--- src/rtl/ssf_pkg.sv ---
// package: register map, flag positions and limits of the status word
package ssf_pkg;
  localparam int VAL_W   = 16;
  localparam int WORD_W  = 27;
  localparam int N_COND  = 11;
  localparam int MODE_W  = 2;

  // condition index; word bit 2*i is current, 2*i+1 is latched
  localparam int C_INVALID  = 0;
  localparam int C_UNREL    = 1;
  localparam int C_OFFSCALE = 2;
  localparam int C_HOT      = 3;
  localparam int C_COLD     = 4;
  localparam int C_DRIFT    = 5;
  localparam int C_MAT_HOT  = 6;
  localparam int C_MAT_COLD = 7;
  localparam int C_CAL      = 8;
  localparam int C_FREQAMP  = 9;
  localparam int C_SUPPLY   = 10;

  // measurement modes
  localparam logic [1:0] MODE_F = 2'h1;

  // temperatures in tenths of a degree
  localparam logic signed [15:0] TEMP_HOT_LIMIT  = 16'sh0352;
  localparam logic signed [15:0] TEMP_COLD_LIMIT = 16'sh000A;

  // limit pair layout inside a limit register
  localparam int LO_LSB = 0;
  localparam int HI_LSB = 16;

  // byte offsets
  localparam logic [7:0] A_STATUS    = 8'h00;
  localparam logic [7:0] A_INCL_UNSC = 8'h04;
  localparam logic [7:0] A_INCL_MOIS = 8'h08;
  localparam logic [7:0] A_AOUT_LIM  = 8'h0C;
  localparam logic [7:0] A_MAT_LIM   = 8'h10;
  localparam logic [7:0] A_CAL_LIM   = 8'h14;
  localparam logic [7:0] A_FREQ_LIM  = 8'h18;
  localparam logic [7:0] A_AMP_LIM   = 8'h1C;
  localparam logic [7:0] A_DRIFT_MAX = 8'h20;
  localparam logic [7:0] A_ALARM_MOD = 8'h24;
  localparam logic [7:0] A_IRQ_STAT  = 8'h28;
  localparam logic [7:0] A_IRQ_MASK  = 8'h2C;

  // reset values
  localparam logic [31:0] RST_LIM  = 32'h7FFF_8000;
  localparam logic [31:0] RST_ZERO = 32'h0000_0000;
  localparam logic [1:0]  RST_MODE = 2'h1;
endpackage

--- src/rtl/ssf_flag.sv ---
// one condition: current bit taken at each update, latched bit cleared by read
module ssf_flag (
  input  wire logic core_clk,
  input  wire logic rstn,
  input  wire logic update,
  input  wire logic cond,
  input  wire logic clr,
  output logic      cur,
  output logic      lat
);
  logic next_cur;
  logic next_lat;

  always_comb
  begin
    next_cur = update ? cond : cur;
    // set wins over the clear of a read
    next_lat = cur | (lat & ~clr);
  end

  always_ff @(posedge core_clk or negedge rstn)
  begin
    if (!rstn)
    begin
      cur <= 1'b0;
      lat <= 1'b0;
    end
    else
    begin
      cur <= next_cur;
      lat <= next_lat;
    end
  end
endmodule

--- src/rtl/ssf_range.sv ---
// signed window check: high when value is below lo or above hi
module ssf_range #(
  parameter int W = 16
) (
  input  wire logic signed [W-1:0] value,
  input  wire logic signed [W-1:0] lo,
  input  wire logic signed [W-1:0] hi,
  output logic                     outside
);
  always_comb
  begin
    outside = (value < lo) || (value > hi);
  end
endmodule

--- src/rtl/ssf_status_word.sv ---
// sensor status flag word with ahb-lite limit registers and interrupt
module ssf_status_word #(
  parameter int VW = ssf_pkg::VAL_W
) (
  input  wire logic                  core_clk,
  input  wire logic                  rstn,
  input  wire logic                  hsel,
  input  wire logic [31:0]           haddr,
  input  wire logic [1:0]            htrans,
  input  wire logic                  hwrite,
  input  wire logic [2:0]            hsize,
  input  wire logic [31:0]           hwdata,
  input  wire logic                  hready,
  output logic                       hreadyout,
  output logic                       hresp,
  output logic [31:0]                hrdata,
  input  wire logic                  meas_valid,
  input  wire logic [1:0]            meas_mode,
  input  wire logic signed [VW-1:0]  unscaled,
  input  wire logic signed [VW-1:0]  moisture,
  input  wire logic signed [VW-1:0]  aout_value,
  input  wire logic signed [VW-1:0]  elec_temp,
  input  wire logic signed [VW-1:0]  reso_temp,
  input  wire logic signed [VW-1:0]  mat_temp,
  input  wire logic signed [VW-1:0]  freq,
  input  wire logic signed [VW-1:0]  amp,
  input  wire logic [VW-1:0]         drift_dev,
  input  wire logic                  supply_bad,
  output logic [ssf_pkg::WORD_W-1:0] status_word,
  output logic                       irq
);
  localparam int NC = ssf_pkg::N_COND;

  logic [31:0]    r_incl_unsc;
  logic [31:0]    r_incl_mois;
  logic [31:0]    r_aout_lim;
  logic [31:0]    r_mat_lim;
  logic [31:0]    r_cal_lim;
  logic [31:0]    r_freq_lim;
  logic [31:0]    r_amp_lim;
  logic [VW-1:0]  r_drift_max;
  logic [1:0]     r_alarm_mode;
  logic [NC-1:0]  irq_stat;
  logic [NC-1:0]  irq_mask;
  logic           wr_pend;
  logic [7:0]     wr_addr;
  logic [NC-1:0]  cur_q;
  logic [31:0]    next_incl_unsc;
  logic [31:0]    next_incl_mois;
  logic [31:0]    next_aout_lim;
  logic [31:0]    next_mat_lim;
  logic [31:0]    next_cal_lim;
  logic [31:0]    next_freq_lim;
  logic [31:0]    next_amp_lim;
  logic [VW-1:0]  next_drift_max;
  logic [1:0]     next_alarm_mode;
  logic [NC-1:0]  next_irq_stat;
  logic [NC-1:0]  next_irq_mask;
  logic           next_wr_pend;
  logic [7:0]     next_wr_addr;
  logic [31:0]    next_hrdata;
  logic           ap_take;
  logic           rd_status;
  logic [31:0]    rd_mux;
  logic [NC-1:0]  cond;
  logic [NC-1:0]  cur;
  logic [NC-1:0]  lat;
  logic [NC-1:0]  rise;
  logic           out_unsc;
  logic           out_mois;
  logic           out_aout;
  logic           out_cal;
  logic           out_freq;
  logic           out_amp;

  assign hreadyout = 1'b1;
  assign hresp     = 1'b0;

  // limit window checks
  ssf_range #(.W(VW)) u_incl_unsc (
    .value   (unscaled),
    .lo      (r_incl_unsc[ssf_pkg::LO_LSB +: VW]),
    .hi      (r_incl_unsc[ssf_pkg::HI_LSB +: VW]),
    .outside (out_unsc)
  );
  ssf_range #(.W(VW)) u_incl_mois (
    .value   (moisture),
    .lo      (r_incl_mois[ssf_pkg::LO_LSB +: VW]),
    .hi      (r_incl_mois[ssf_pkg::HI_LSB +: VW]),
    .outside (out_mois)
  );
  ssf_range #(.W(VW)) u_aout (
    .value   (aout_value),
    .lo      (r_aout_lim[ssf_pkg::LO_LSB +: VW]),
    .hi      (r_aout_lim[ssf_pkg::HI_LSB +: VW]),
    .outside (out_aout)
  );
  ssf_range #(.W(VW)) u_cal (
    .value   (unscaled),
    .lo      (r_cal_lim[ssf_pkg::LO_LSB +: VW]),
    .hi      (r_cal_lim[ssf_pkg::HI_LSB +: VW]),
    .outside (out_cal)
  );
  ssf_range #(.W(VW)) u_freq (
    .value   (freq),
    .lo      (r_freq_lim[ssf_pkg::LO_LSB +: VW]),
    .hi      (r_freq_lim[ssf_pkg::HI_LSB +: VW]),
    .outside (out_freq)
  );
  ssf_range #(.W(VW)) u_amp (
    .value   (amp),
    .lo      (r_amp_lim[ssf_pkg::LO_LSB +: VW]),
    .hi      (r_amp_lim[ssf_pkg::HI_LSB +: VW]),
    .outside (out_amp)
  );

  // raw conditions of the present measurement
  always_comb
  begin
    cond = '0;
    cond[ssf_pkg::C_INVALID]  = (meas_mode == ssf_pkg::MODE_F)
                                && (out_unsc || out_mois);
    cond[ssf_pkg::C_UNREL]    = 1'b0;
    cond[ssf_pkg::C_OFFSCALE] = out_aout;
    cond[ssf_pkg::C_HOT]      = elec_temp > ssf_pkg::TEMP_HOT_LIMIT;
    cond[ssf_pkg::C_COLD]     = reso_temp < ssf_pkg::TEMP_COLD_LIMIT;
    cond[ssf_pkg::C_DRIFT]    = drift_dev <= r_drift_max;
    cond[ssf_pkg::C_MAT_HOT]  = mat_temp > $signed(r_mat_lim[ssf_pkg::HI_LSB +: VW]);
    cond[ssf_pkg::C_MAT_COLD] = mat_temp < $signed(r_mat_lim[ssf_pkg::LO_LSB +: VW]);
    cond[ssf_pkg::C_CAL]      = (meas_mode == r_alarm_mode) && out_cal;
    cond[ssf_pkg::C_FREQAMP]  = out_freq || out_amp;
    cond[ssf_pkg::C_SUPPLY]   = supply_bad;
  end

  // per-condition current and latched bits, packed into the word
  genvar gi;
  generate
    for (gi = 0; gi < NC; gi++)
    begin : g_flag
      ssf_flag u_flag (
        .core_clk (core_clk),
        .rstn     (rstn),
        .update   (meas_valid),
        .cond     (cond[gi]),
        .clr      (rd_status),
        .cur      (cur[gi]),
        .lat      (lat[gi])
      );
      assign status_word[2*gi]   = cur[gi];
      assign status_word[2*gi+1] = lat[gi];
    end
  endgenerate
  assign status_word[ssf_pkg::WORD_W-1:2*NC] = '0;

  // bus decode
  always_comb
  begin
    ap_take   = hsel && htrans[1] && hready;
    rd_status = ap_take && !hwrite && (haddr[7:0] == ssf_pkg::A_STATUS)
                && (haddr[31:8] == '0);
    rd_mux    = ssf_pkg::RST_ZERO;
    if (haddr[31:8] != '0)
      rd_mux = ssf_pkg::RST_ZERO;
    else if (haddr[7:0] == ssf_pkg::A_STATUS)
      rd_mux = {{(32-ssf_pkg::WORD_W){1'b0}}, status_word};
    else if (haddr[7:0] == ssf_pkg::A_INCL_UNSC)
      rd_mux = r_incl_unsc;
    else if (haddr[7:0] == ssf_pkg::A_INCL_MOIS)
      rd_mux = r_incl_mois;
    else if (haddr[7:0] == ssf_pkg::A_AOUT_LIM)
      rd_mux = r_aout_lim;
    else if (haddr[7:0] == ssf_pkg::A_MAT_LIM)
      rd_mux = r_mat_lim;
    else if (haddr[7:0] == ssf_pkg::A_CAL_LIM)
      rd_mux = r_cal_lim;
    else if (haddr[7:0] == ssf_pkg::A_FREQ_LIM)
      rd_mux = r_freq_lim;
    else if (haddr[7:0] == ssf_pkg::A_AMP_LIM)
      rd_mux = r_amp_lim;
    else if (haddr[7:0] == ssf_pkg::A_DRIFT_MAX)
      rd_mux = {{(32-VW){1'b0}}, r_drift_max};
    else if (haddr[7:0] == ssf_pkg::A_ALARM_MOD)
      rd_mux = {30'h0000_0000, r_alarm_mode};
    else if (haddr[7:0] == ssf_pkg::A_IRQ_STAT)
      rd_mux = {{(32-NC){1'b0}}, irq_stat};
    else if (haddr[7:0] == ssf_pkg::A_IRQ_MASK)
      rd_mux = {{(32-NC){1'b0}}, irq_mask};
  end

  // register next values
  always_comb
  begin
    rise            = cur & ~cur_q;
    next_wr_pend    = ap_take && hwrite;
    next_wr_addr    = (ap_take && hwrite) ? haddr[7:0] : wr_addr;
    next_hrdata     = (ap_take && !hwrite) ? rd_mux : hrdata;
    next_incl_unsc  = r_incl_unsc;
    next_incl_mois  = r_incl_mois;
    next_aout_lim   = r_aout_lim;
    next_mat_lim    = r_mat_lim;
    next_cal_lim    = r_cal_lim;
    next_freq_lim   = r_freq_lim;
    next_amp_lim    = r_amp_lim;
    next_drift_max  = r_drift_max;
    next_alarm_mode = r_alarm_mode;
    next_irq_mask   = irq_mask;
    next_irq_stat   = irq_stat;
    if (wr_pend)
    begin
      if (wr_addr == ssf_pkg::A_INCL_UNSC)
        next_incl_unsc = hwdata;
      else if (wr_addr == ssf_pkg::A_INCL_MOIS)
        next_incl_mois = hwdata;
      else if (wr_addr == ssf_pkg::A_AOUT_LIM)
        next_aout_lim = hwdata;
      else if (wr_addr == ssf_pkg::A_MAT_LIM)
        next_mat_lim = hwdata;
      else if (wr_addr == ssf_pkg::A_CAL_LIM)
        next_cal_lim = hwdata;
      else if (wr_addr == ssf_pkg::A_FREQ_LIM)
        next_freq_lim = hwdata;
      else if (wr_addr == ssf_pkg::A_AMP_LIM)
        next_amp_lim = hwdata;
      else if (wr_addr == ssf_pkg::A_DRIFT_MAX)
        next_drift_max = hwdata[VW-1:0];
      else if (wr_addr == ssf_pkg::A_ALARM_MOD)
        next_alarm_mode = hwdata[1:0];
      else if (wr_addr == ssf_pkg::A_IRQ_STAT)
        next_irq_stat = irq_stat & ~hwdata[NC-1:0];
      else if (wr_addr == ssf_pkg::A_IRQ_MASK)
        next_irq_mask = hwdata[NC-1:0];
    end
    // event set wins over write-one-to-clear
    next_irq_stat = next_irq_stat | rise;
  end

  always_ff @(posedge core_clk or negedge rstn)
  begin
    if (!rstn)
    begin
      r_incl_unsc  <= ssf_pkg::RST_LIM;
      r_incl_mois  <= ssf_pkg::RST_LIM;
      r_aout_lim   <= ssf_pkg::RST_LIM;
      r_mat_lim    <= ssf_pkg::RST_LIM;
      r_cal_lim    <= ssf_pkg::RST_LIM;
      r_freq_lim   <= ssf_pkg::RST_LIM;
      r_amp_lim    <= ssf_pkg::RST_LIM;
      r_drift_max  <= '0;
      r_alarm_mode <= ssf_pkg::RST_MODE;
      irq_stat     <= '0;
      irq_mask     <= '0;
      wr_pend      <= 1'b0;
      wr_addr      <= '0;
      hrdata       <= ssf_pkg::RST_ZERO;
      cur_q        <= '0;
      irq          <= 1'b0;
    end
    else
    begin
      r_incl_unsc  <= next_incl_unsc;
      r_incl_mois  <= next_incl_mois;
      r_aout_lim   <= next_aout_lim;
      r_mat_lim    <= next_mat_lim;
      r_cal_lim    <= next_cal_lim;
      r_freq_lim   <= next_freq_lim;
      r_amp_lim    <= next_amp_lim;
      r_drift_max  <= next_drift_max;
      r_alarm_mode <= next_alarm_mode;
      irq_stat     <= next_irq_stat;
      irq_mask     <= next_irq_mask;
      wr_pend      <= next_wr_pend;
      wr_addr      <= next_wr_addr;
      hrdata       <= next_hrdata;
      cur_q        <= cur;
      irq          <= |(next_irq_stat & next_irq_mask);
    end
  end

  // checks
  a_invalid_set: assert property (@(posedge core_clk) disable iff (!rstn)
    meas_valid && meas_mode == ssf_pkg::MODE_F && out_unsc
    |=> status_word[0])
    else $error("invalid flag not set");
  a_invalid_mode: assert property (@(posedge core_clk) disable iff (!rstn)
    meas_valid && meas_mode != ssf_pkg::MODE_F |=> !status_word[0])
    else $error("invalid flag set outside F mode");
  a_unrel_clear: assert property (@(posedge core_clk) disable iff (!rstn)
    !status_word[2] && !status_word[3])
    else $error("unreliable flag set");
  a_hot_limit: assert property (@(posedge core_clk) disable iff (!rstn)
    meas_valid && elec_temp > ssf_pkg::TEMP_HOT_LIMIT |=> ##1 status_word[7])
    else $error("hot flag not latched");
  a_cold_limit: assert property (@(posedge core_clk) disable iff (!rstn)
    meas_valid && reso_temp >= ssf_pkg::TEMP_COLD_LIMIT |=> !status_word[8])
    else $error("cold flag set in range");
  a_supply_flag: assert property (@(posedge core_clk) disable iff (!rstn)
    meas_valid && supply_bad |=> status_word[20])
    else $error("supply flag not set");
  a_read_clear: assert property (@(posedge core_clk) disable iff (!rstn)
    rd_status && !cur[ssf_pkg::C_COLD] |=> !lat[ssf_pkg::C_COLD])
    else $error("latched flag not cleared by read");
  a_relatch: assert property (@(posedge core_clk) disable iff (!rstn)
    rd_status && cur[ssf_pkg::C_HOT] && !meas_valid |=> lat[ssf_pkg::C_HOT])
    else $error("present condition lost on read");
  a_cur_hold: assert property (@(posedge core_clk) disable iff (!rstn)
    !meas_valid |=> $stable(cur))
    else $error("current flags moved without update");
endmodule

--- config.mk ---
export PLATFORM = sky130hd
export DESIGN_NAME = ssf_status_word
export DESIGN_NICKNAME = d
export VERILOG_FILES = /design/src/rtl/ssf_pkg.sv /design/src/rtl/ssf_flag.sv /design/src/rtl/ssf_range.sv /design/src/rtl/ssf_status_word.sv
export SDC_FILE = /design/constraint.sdc
export NUM_CORES = 1
export LEC_CHECK = 0
export BUFFER_PORTS_ARGS = -buffer_cell sky130_fd_sc_hd__buf_2
export CAP_MARGIN = 20
export CORE_MARGIN = 2
export CORE_UTILIZATION = 59
export DETAILED_ROUTE_END_ITERATION = 16
export PLACE_DENSITY = 0.77
export SLEW_MARGIN = 20
export SYNTH_ARGS = -nofsm -noshare
export SYNTH_HDL_FRONTEND = slang
export SYNTH_SLANG_ARGS = --single-unit
--- constraint.sdc ---
create_clock -name core_clk -period 3.1 [get_ports core_clk]
set_input_delay 0.465 -clock core_clk [delete_from_list [all_inputs] [get_ports core_clk]]
set_output_delay 0.465 -clock core_clk [all_outputs]
set_load 0.02 [all_outputs]
; Word level (Yosys, flattened, before mapping)
; Cells that the tools add are included.
[totals]
reg_bits = 337
out_inout_bits = 62
wordCells = 180
in_bits = 222
[classes]
n_reduce_logical = 30
eq_ne = 24
n_bitwise = 36
n_lt_le_gt_ge = 17
n_mux = 36
[ops]
columns = operator, count
row1 = $mux W32, 9
row2 = $mux W11, 26
row3 = $gt A16 B16 Y1, 7
row4 = $lt A16 B16 Y1, 7
row5 = $eq A8 B5 Y1 const B, 8
row6 = $eq A8 B6 Y1 const B, 8
row7 = $and A11 B11 Y11, 3
row8 = $eq A8 B4 Y1 const B, 4
row9 = $logic_not A24 Y1, 1
row10 = $reduce_bool A24 Y1, 1
row11 = $not A11 Y11, 2
row12 = $eq A8 B3 Y1 const B, 2
row13 = $gt A16 B11 Y1 const B, 1
row14 = $le A16 B16 Y1, 1
row15 = $lt A16 B5 Y1 const B, 1
row16 = $mux W16, 1
row17 = $and A1 B1 Y1, 11
row18 = $or A11 B11 Y11, 1
row19 = $reduce_or A11 Y1, 1
row20 = $or A1 B1 Y1, 10
row21 = $reduce_and A10 Y1, 1
row22 = $not A1 Y1, 9
row23 = $reduce_and A9 Y1, 1
row24 = $logic_and A1 B1 Y1, 8
row25 = other kinds (12), 19

; Logic depth before layout (Yosys ltp)
; Gate-level depths: netlist of the first run.
[logic_depth]
word_depth = 16
mapped_depth = 10
depth_no_buf = 9

; Modules after synthesis
; Synthesis of the first run repeated with hierarchy kept, for this count alone.
[unflattened]
hier_cells = 2205
hier_area_um2 = 21670.8
[modules_own_cells]
columns = mod, n_inst, cells_each, area_each_um2, seq_area_each_um2
row1 = ssf_status_word, 1, 1472, 15989.1, 8074.0
row2 = ssf_range, 6, 113, 807.0, 0.0
row3 = ssf_flag, 11, 5, 76.3, 50.0

; Worst setup path before layout of the first run
; OpenSTA, ideal clock, no wires.
[synth_timing]
path_kind = register to register
startpoint = reg r_amp_lim[23]
endpoint = reg g_flag[9].u_flag.cur
path_stages_with_launch = 10
path_slack_ns = 0.842
arrival_ns = 2.124
cell_sequence = dfstp_2 > inv_1 > ha_1 > or3_1 > a221oi_1 > o21ai_0 > a31oi_1 > xor2_1 > a2111oi_0 > a21oi_1
[synth_via]
elab_chain_len = 3
[synth_rtl]
columns = element, line
row1 = "start, declared", ssf_status_word.sv:40  ; logic [31:0] r_amp_lim;
row2 = "start signal, assigned", ssf_status_word.sv:247  ; r_amp_lim <= ssf_pkg::RST_LIM;
row3 = "start signal, assigned", ssf_status_word.sv:266  ; r_amp_lim <= next_amp_lim;
row4 = $gt A16 B16 Y1, ssf_range.sv:12  ; outside = (value < lo) || (value > hi);
row5 = $logic_or A1 B1 Y1, ssf_range.sv:12
row6 = $logic_or A1 B1 Y1, ssf_status_word.sv:131  ; cond[ssf_pkg::C_FREQAMP] = out_freq || out_amp;
row7 = "end signal, assigned", ssf_flag.sv:30  ; cur <= next_cur;
row8 = "end, declared", ssf_flag.sv:8  ; output logic cur,
; Every way passes these cells.
; A chain may end at the register's enable or synchronous reset.

; Worst setup path after layout of the first run
; Same ends and word-level chain as after synthesis.

==> results.py, run 1 <==
metrics = {
    "cts": {
        "cts_resized": 0,
        "cts_buffers": 40,
        "cts.sinks": 337,
        "cts_max_path_buffers": 3,
        "tritoncts": "done",
        "worstSkewPairLatency_ps": 560,
        "path_clk_slew_ps": 70,
        "cts_htree_levels": 2,
        "clockRootBuffer": "clkbuf_16",
    },
    "layout": {
        "fin_nets": 2909,
        "fin_util": 0.691,
        "drive_above_1_share": 0.290,
        "multi_input_area_um2": 11200,
        "syn_to_final_growth_pct": 15.5,
        "stdcell_count": 2949,
        "fillerInstances": 2833,
        "regArea_um2": 8570,
    },
    "die": {
        "core_um2": 35600,
        "die_w_um": 194,
        "pin_count": 284,
        "die_area_um2": 37600,
        "rows": 69,
        "initial_core_util": 0.598,
        "die_y_um": 194,
    },
    "route": {
        "viasPerCell": 6.43,
        "wl_per_cell_um": 26.9,
        "drt_iter0_markers": 2017,
        "drc_errors": 0,
        "dr_total_vias": 18958,
        "drt_wl_total_um": 79400,
        "ant_nets": 0,
        "drt_first_pass_iters": 6,
    },
    "placement": {
        "place.port_buffers": 270,
        "pre_cts_slack_ps": 352,
        "routabilityCongestion": 1.01,
        "dp.cells": 2872,
        "hpwl_um": 61700,
    },
    "status": {
        "status": "finished clean",
    },
    "run": {
        "drv_cap": 0,
    },
    "power_and_ir_drop": {
        "ir_worst_vdd_v": 0.000601,
        "p_seq_frac": 0.411,
        "pwr-share-comb": 0.242,
        "power.internal_w": 0.00953,
        "p_switching_w": 0.00459,
        "clock_power_share": 0.347,
        "power_leakage_nw": 12.1,
        "powerDensity_nw_per_um2": 574,
        "power.share.switching": 0.325,
    },
    "sta": {
        "rsz0062_at_grt": "no",
        "timing.slew.headroom": 0.369,
        "setup_viol": 0,
        "max_slew.worst_pin.slew_ps": 942,
        "fin_tns_setup_ps": 0,
        "period_share": 0.863,
        "fmax_mhz": 374,
        "slew_violations": 0,
        "skew_ps": 29.2,
        "worst_slack_ps": 425,
        "finalCriticalPeriod_ps": 2680,
        "hold_violations": 0,
    },
    "worst_setup_path": {
        "criticalPathCategory": "reg2reg",
        "arrival_ps": 3110,
        "path_buf_inv": 1,
        "cp_max_fo": 3,
        "required_ps": 3530,
        "crit_family": "compound AO/OA/AOI/OAI gates",
        "path_cells": "inv_1 > ha_1 > or3_1 > a221oi_1 > o21ai_0 > a31oi_1 > xor2_1 > a2111oi_0 > a21oi_1",
        "crit_path_start_kind": "register",
        "critPathSlowestCell": "dfstp_2",
        "critPathCaptureType": "register",
        "cpPeakStageDelay_ps": 550,
    },
    "logic_synthesis": {
        "synthMostInstantiatedCell": "inv_1",
        "ys_top_cells_by_area": "dfrtp_1, dfstp_2, ha_1",
        "ys.warnings.count": 0,
        "synth_edf_count": 0,
        "syn-cell-area_um2": 21300,
        "ys_types": 78,
        "netlist.area_leader.share": 0.263,
        "synthFlopType": "dfrtp_1",
        "synth_seq_cells": 337,
        "synth-seq-area-share": 0.403,
        "synth_common_cells": "inv_1, nand2_1, ha_1",
        "synth_top_area_cell": "dfrtp_1",
        "async_flop_share": 1.00,
        "avgSynthCellArea_um2": 9.72,
        "syn_inst": 2189,
    },
    "global_routing": {
        "grt_max_degree": 77,
        "grt_antenna_before_repair": 6,
        "grt_usage": 0.420,
        "grt_pass1_vias": 18771,
        "grt_pass1_wl_um": 117000,
        "grt_remaining_overflow": 0,
    },
    "min_path": {
        "hold_class": "in2reg",
    },
}
==> logic make-up (layout without fill, tap and decap cells) <==
kind of cell    after synthesis  in the layout  share of synthesized area
mux                         209            209                      0.120
flops                       337            337                      0.403
compound gates              552            552                      0.159
buf+inv                     377            668                     0.0745
simple gates                476            476                      0.105
other cells                   2             10                   0.000353
fa+ha+maj                   233            233                      0.137
xor+xnor                      3              3                    0.00123
==> layout by cell type (no fill, tap or decap), types with 6 or more instances in the layout <==
master / instances
a21oi_1: 114
a2111oi_0: 11
mux2i_1: 14
ha_1: 233
conb_1: 8
a21o_1: 48
o211ai_1: 8
clkbuf_16: 43
nand2b_1: 17
nor4_1: 16
buf_2: 268
nand2_1: 235
dfrtp_1: 224
nand3_1: 17
a211oi_1: 12
mux2_2: 175
clkbuf_1: 12
a22o_1: 9
a22oi_1: 32
nand4_1: 40
inv_1: 256
dfstp_2: 113
nor2b_1: 11
a221oi_1: 12
o21ai_0: 210
o2bb2ai_1: 6
buf_4: 62
nor2_1: 79
nor3_1: 18
o22ai_1: 26
clkinv_2: 7
clkbuf_8: 6
a31oi_1: 13
o21a_1: 9
mux4_2: 19
==> through the flow <==
stage / area, um^2 / hold WS, ps / total power (W)
finish: 24600 / 159 / 0.0141
CTS: 24600 / 153 / 0.0140
global route: 24600 / 176 / 0.0147
global placement: 23200 / 422 / 0.00896
detailed placement: 23200 / 434 / 0.00911
floorplan: 21300 / 169 / 0.00768
==> state kept, by name (all words and copies together), names as in the netlist <==
register           flops
r_amp_lim             32
r_cal_lim             32
r_mat_lim             32
r_freq_lim            32
cur_q                 10
wr_pend                1
r_incl_mois           32
r_drift_max           16
irq_stat              11
r_alarm_mode           2
g_flag.u_flag.lat     11
r_incl_unsc           32
g_flag.u_flag.cur     10
irq_mask              11
r_aout_lim            32
wr_addr                8
irq                    1
hrdata                32
==> routing by layer <==
layer  vias up  routed length, um  GRT usage  part of all wire
met5         -                 40          0           0.00050
met4         6               4800      0.223             0.060
li1       8292                  -          -                 -
met1      9290              31300      0.555              0.39
met2      1147              35300      0.648              0.44
met3       223               7990     0.0964              0.10
==> power groups by stage <==
| stage | combinational (W) | sequential (W) | clock (W) |
|---|---|---|---|
| floorplan | 0.00214 | 0.00554 | 0 |
| global placement | 0.00315 | 0.00581 | 0 |
| detailed placement | 0.00328 | 0.00583 | 0 |
| CTS | 0.00332 | 0.00577 | 0.00491 |
| global route | 0.00376 | 0.00584 | 0.00508 |
| finish | 0.00341 | 0.00580 | 0.00490 |
==> path summary, 6_finish.rpt <==
path,start,to,slack [ps],cells past startpoint
worst max-delay path,r_amp_lim[23]$_DFFE_PN1P_,g_flag[9].u_flag.cur$_DFFE_PN0P_,420,9
worst min-delay path,supply_bad,g_flag[10].u_flag.cur$_DFFE_PN0P_,160,2
worst max register to register,r_amp_lim[23]$_DFFE_PN1P_,g_flag[9].u_flag.cur$_DFFE_PN0P_,420,9
worst min register to register,cur_q[6]$_DFF_PN0_,irq_stat[6]$_DFF_PN0_,460,1
max in group asynchronous,rstn,r_amp_lim[20]$_DFFE_PN1P_,1690,3
min in group asynchronous,rstn,hrdata[4]$_DFFE_PN0P_,520,2
==> worst register-to-register path, delay by kind of cell (launching register included) <==
kind | cells | cell delay, ps
AOI/OAI and AO/OA | 5 | 1250
adders and majority gates | 1 | 210
xor gates and xnor gates | 1 | 110
and+or+nand+nor | 1 | 380
buffers and inverters | 1 | 60
DFF | 1 | 550
==> layout make-up <==
type | count | area share
antenna | 2 | 0.000204
clock buffer | 61 | 0.0489
clock inverter | 13 | 0.00651
inverter | 257 | 0.0392
multi-input combinational | 1481 | 0.454
sequential | 337 | 0.349
tap | 461 | 0.0235
timing repair buffer | 337 | 0.0786
==> what timing repair did <==
item / CTS / global route
setup buffers: 0 / 0
endpoints found under the hold margin: 55 / 0
hold buffers: 1 / 0
Note: power is estimated with default switching activity, not from simulation.
==> run 2: changes to the inputs <==
--- a/config.mk
+++ b/config.mk
@@ -9,9 +9,11 @@
 export CAP_MARGIN = 20
 export CORE_MARGIN = 2
 export CORE_UTILIZATION = 59
+export CTS_BUF_LIST = sky130_fd_sc_hd__clkbuf_16
 export DETAILED_ROUTE_END_ITERATION = 16
 export PLACE_DENSITY = 0.77
 export SLEW_MARGIN = 20
 export SYNTH_ARGS = -nofsm -noshare
 export SYNTH_HDL_FRONTEND = slang
+export SYNTH_HIERARCHICAL = 1
 export SYNTH_SLANG_ARGS = --single-unit
==> results.py, run 2 <==
metrics = {
    "status": {
        "status": "finished clean",
    },
    "global_routing": {
        "grt_max_degree": 95,
        "grt_antenna_before_repair": 4,
        "grt_usage": 0.423,
        "grt_pass1_wl_um": 120000,
        "grt_remaining_overflow": 0,
        "grt_pass1_vias": 19091,
    },
    "sta": {
        "skew_ps": 28.2,
        "worst_slack_ps": 35.8,
        "finalCriticalPeriod_ps": 3060,
        "rsz0062_at_grt": "no",
        "setup_viol": 0,
        "hold_violations": 0,
        "timing.slew.headroom": 0.476,
        "period_share": 0.988,
        "fmax_mhz": 326,
        "max_slew.worst_pin.slew_ps": 766,
        "slew_violations": 0,
        "hold_ws_ps": 151,
    },
    "layout": {
        "layout_common_cells": "inv_1, buf_2, ha_1",
        "mostFrequentLayoutCell": "inv_1",
        "fin_nets": 2949,
        "drive_above_1_share": 0.310,
        "syn_to_final_growth_pct": 16.4,
    },
    "logic_synthesis": {
        "syn-cell-area_um2": 21700,
        "synth_top_area_cell": "dfrtp_1",
        "ys_top_cells_by_area": "dfrtp_1, dfstp_2, ha_1",
        "netlist.area_leader.share": 0.261,
        "synth_common_cells": "inv_1, ha_1, dfrtp_1",
        "syn_inst": 2205,
        "synth_seq_cells": 339,
        "synth-seq-area-share": 0.398,
        "synthFlopType": "dfrtp_1",
        "synth_edf_count": 0,
        "avgSynthCellArea_um2": 9.83,
        "ys.warnings.count": 6,
        "async_flop_share": 1.00,
        "ys_types": 74,
        "synthMostInstantiatedCell": "inv_1",
    },
    "min_path": {
        "hold_class": "in2reg",
    },
    "worst_setup_path": {
        "path_buf_inv": 2,
        "path_cells": "inv_1 > ha_1 > nand4_1 > or4_4 > a21o_1 > a31oi_2 > o311ai_2 > buf_4 > and3_1 > mux2_4",
        "criticalPathCategory": "reg2reg",
        "critPathCaptureType": "register",
        "required_ps": 3530,
        "cp_max_fo": 3,
        "critPathSlowestCell": "or4_4",
        "arrival_ps": 3500,
        "crit_path_start_kind": "register",
        "cpPeakStageDelay_ps": 590,
        "crit_family": "simple AND/OR/NAND/NOR gates",
    },
    "placement": {
        "place.port_buffers": 271,
        "routabilityCongestion": 1.02,
        "hpwl_um": 63200,
        "pre_cts_slack_ps": -132,
    },
    "power_and_ir_drop": {
        "ir_worst_vdd_v": 0.000422,
        "powerDensity_nw_per_um2": 492,
        "power_leakage_nw": 11.9,
    },
    "route": {
        "drc_errors": 0,
        "drt_first_pass_iters": 6,
        "viasPerCell": 6.53,
        "wl_per_cell_um": 27.3,
        "drt_iter0_markers": 2362,
        "drt_wl_total_um": 81600,
        "ant_nets": 0,
        "dr_total_vias": 19554,
    },
    "die": {
        "die_w_um": 196,
        "initial_core_util": 0.596,
        "die_y_um": 196,
        "rows": 70,
        "die_area_um2": 38300,
        "core_um2": 36300,
        "pin_count": 284,
    },
    "cts": {
        "tritoncts": "done",
        "cts_max_path_buffers": 3,
        "path_clk_slew_ps": 60,
        "post-cts-setup-buffer-count": 0,
        "cts.sinks": 339,
        "cts_buffers": 38,
        "cts_htree_levels": 2,
        "clockRootBuffer": "clkbuf_16",
        "worstSkewPairLatency_ps": 560,
    },
    "run": {
        "drv_cap": 0,
    },
}
## run 2: changes by cell type in the layout (fill, tap and decap cells not counted), sizes merged, moves of 11 or more
cell,change
o21ai,-46
clkbuf,-22
o221ai,+18
and3,+13
nand3,+15
inv,+29
mux4,-12
o211ai,+14
a2bb2oi,+12
a21oi,-11
nand2,-46
buf,+11
mux2,+43
## run 2: repair_timing
item / CTS / global route
pin swaps: 0 / 1
hold endpoints to repair: 20 / 0
gates resized for setup: 3 / 6
hold buffers: 1 / 0
setup endpoints to repair: 2 / 2
## run 2: final timing paths
path | from | endpoint | slack (ps) | depth (start not counted)
max in group asynchronous | rstn | r_incl_unsc[25]$_DFFE_PN1P_ | 1620 | 3
hold / removal | supply_bad | g_flag[10].u_flag/cur$_DFFE_PN0P_ | 150 | 2
hold reg to reg | cur_q[9]$_DFF_PN0_ | irq_stat[9]$_DFF_PN0_ | 460 | 1
min in group asynchronous | rstn | r_amp_lim[14]$_DFFE_PN0P_ | 550 | 2
setup / recovery | r_cal_lim[27]$_DFFE_PN1P_ | g_flag[8].u_flag/cur$_DFFE_PN0P_ | 40 | 10
setup reg to reg | r_cal_lim[27]$_DFFE_PN1P_ | g_flag[8].u_flag/cur$_DFFE_PN0P_ | 40 | 10
## run 2: stage by stage
step / std cells / utilization / cell area [um^2] / setup TNS [ps] / power (W)
2_1_floorplan: 2211 / - / 21700 / 0 / 0.00663
3_3_place_gp: 2921 / 0.658 / 23900 / -95.1 / 0.00770
3_5_place_dp: 2921 / 0.658 / 23900 / -211 / 0.00782
4_1_cts: 2991 / 0.692 / 25200 / 0 / 0.0123
5_1_grt: 2991 / 0.694 / 25200 / 0 / 0.0128
6_report: 2994 / 0.694 / 25200 / 0 / 0.0124
## run 2: area by class of cell
cell class              instances  area, um^2
multi-input cells            1487       11700
fillers                      2878       11100
flip-flops and latches        339        8620
repair buffers                348        2030
inverters                     280        1050
clock buffers                  39         976
well taps                     468         586
clock inverters                30         249
diodes                          3        7.51
## run 2: routing by layer
layer	up-vias	GRT usage	wire (um)
li1	8489	-	-
met1	9566	0.564	31300
met2	1226	0.664	36800
met3	271	0.0729	8300
met4	2	0.230	5180
met5	-	0	9
## run 2: logic make-up (layout without fill, tap and decap cells)
family                   count (synthesis)  count (layout)  synth area share
buffers and inverters                  385             697            0.0688
adder cells (fa/ha/maj)                233             233             0.135
AND/OR/NAND/NOR                        465             465             0.107
XOR/XNOR                                 2               2          0.000808
flip-flops                             339             339             0.398
other                                    2              11          0.000347
AO/OA/AOI/OAI                          540             540             0.162
multiplexers                           239             239             0.129
## run 2: report_power, final
| part | internal, W | leakage [nW] | switching, W |
|---|---|---|---|
| logic | 0.00104 | 7.45 | 0.00154 |
| registers | 0.00493 | 3.83 | 0.000377 |
| clock network | 0.00262 | 0.608 | 0.00191 |
| total | 0.00859 | 11.9 | 0.00382 |
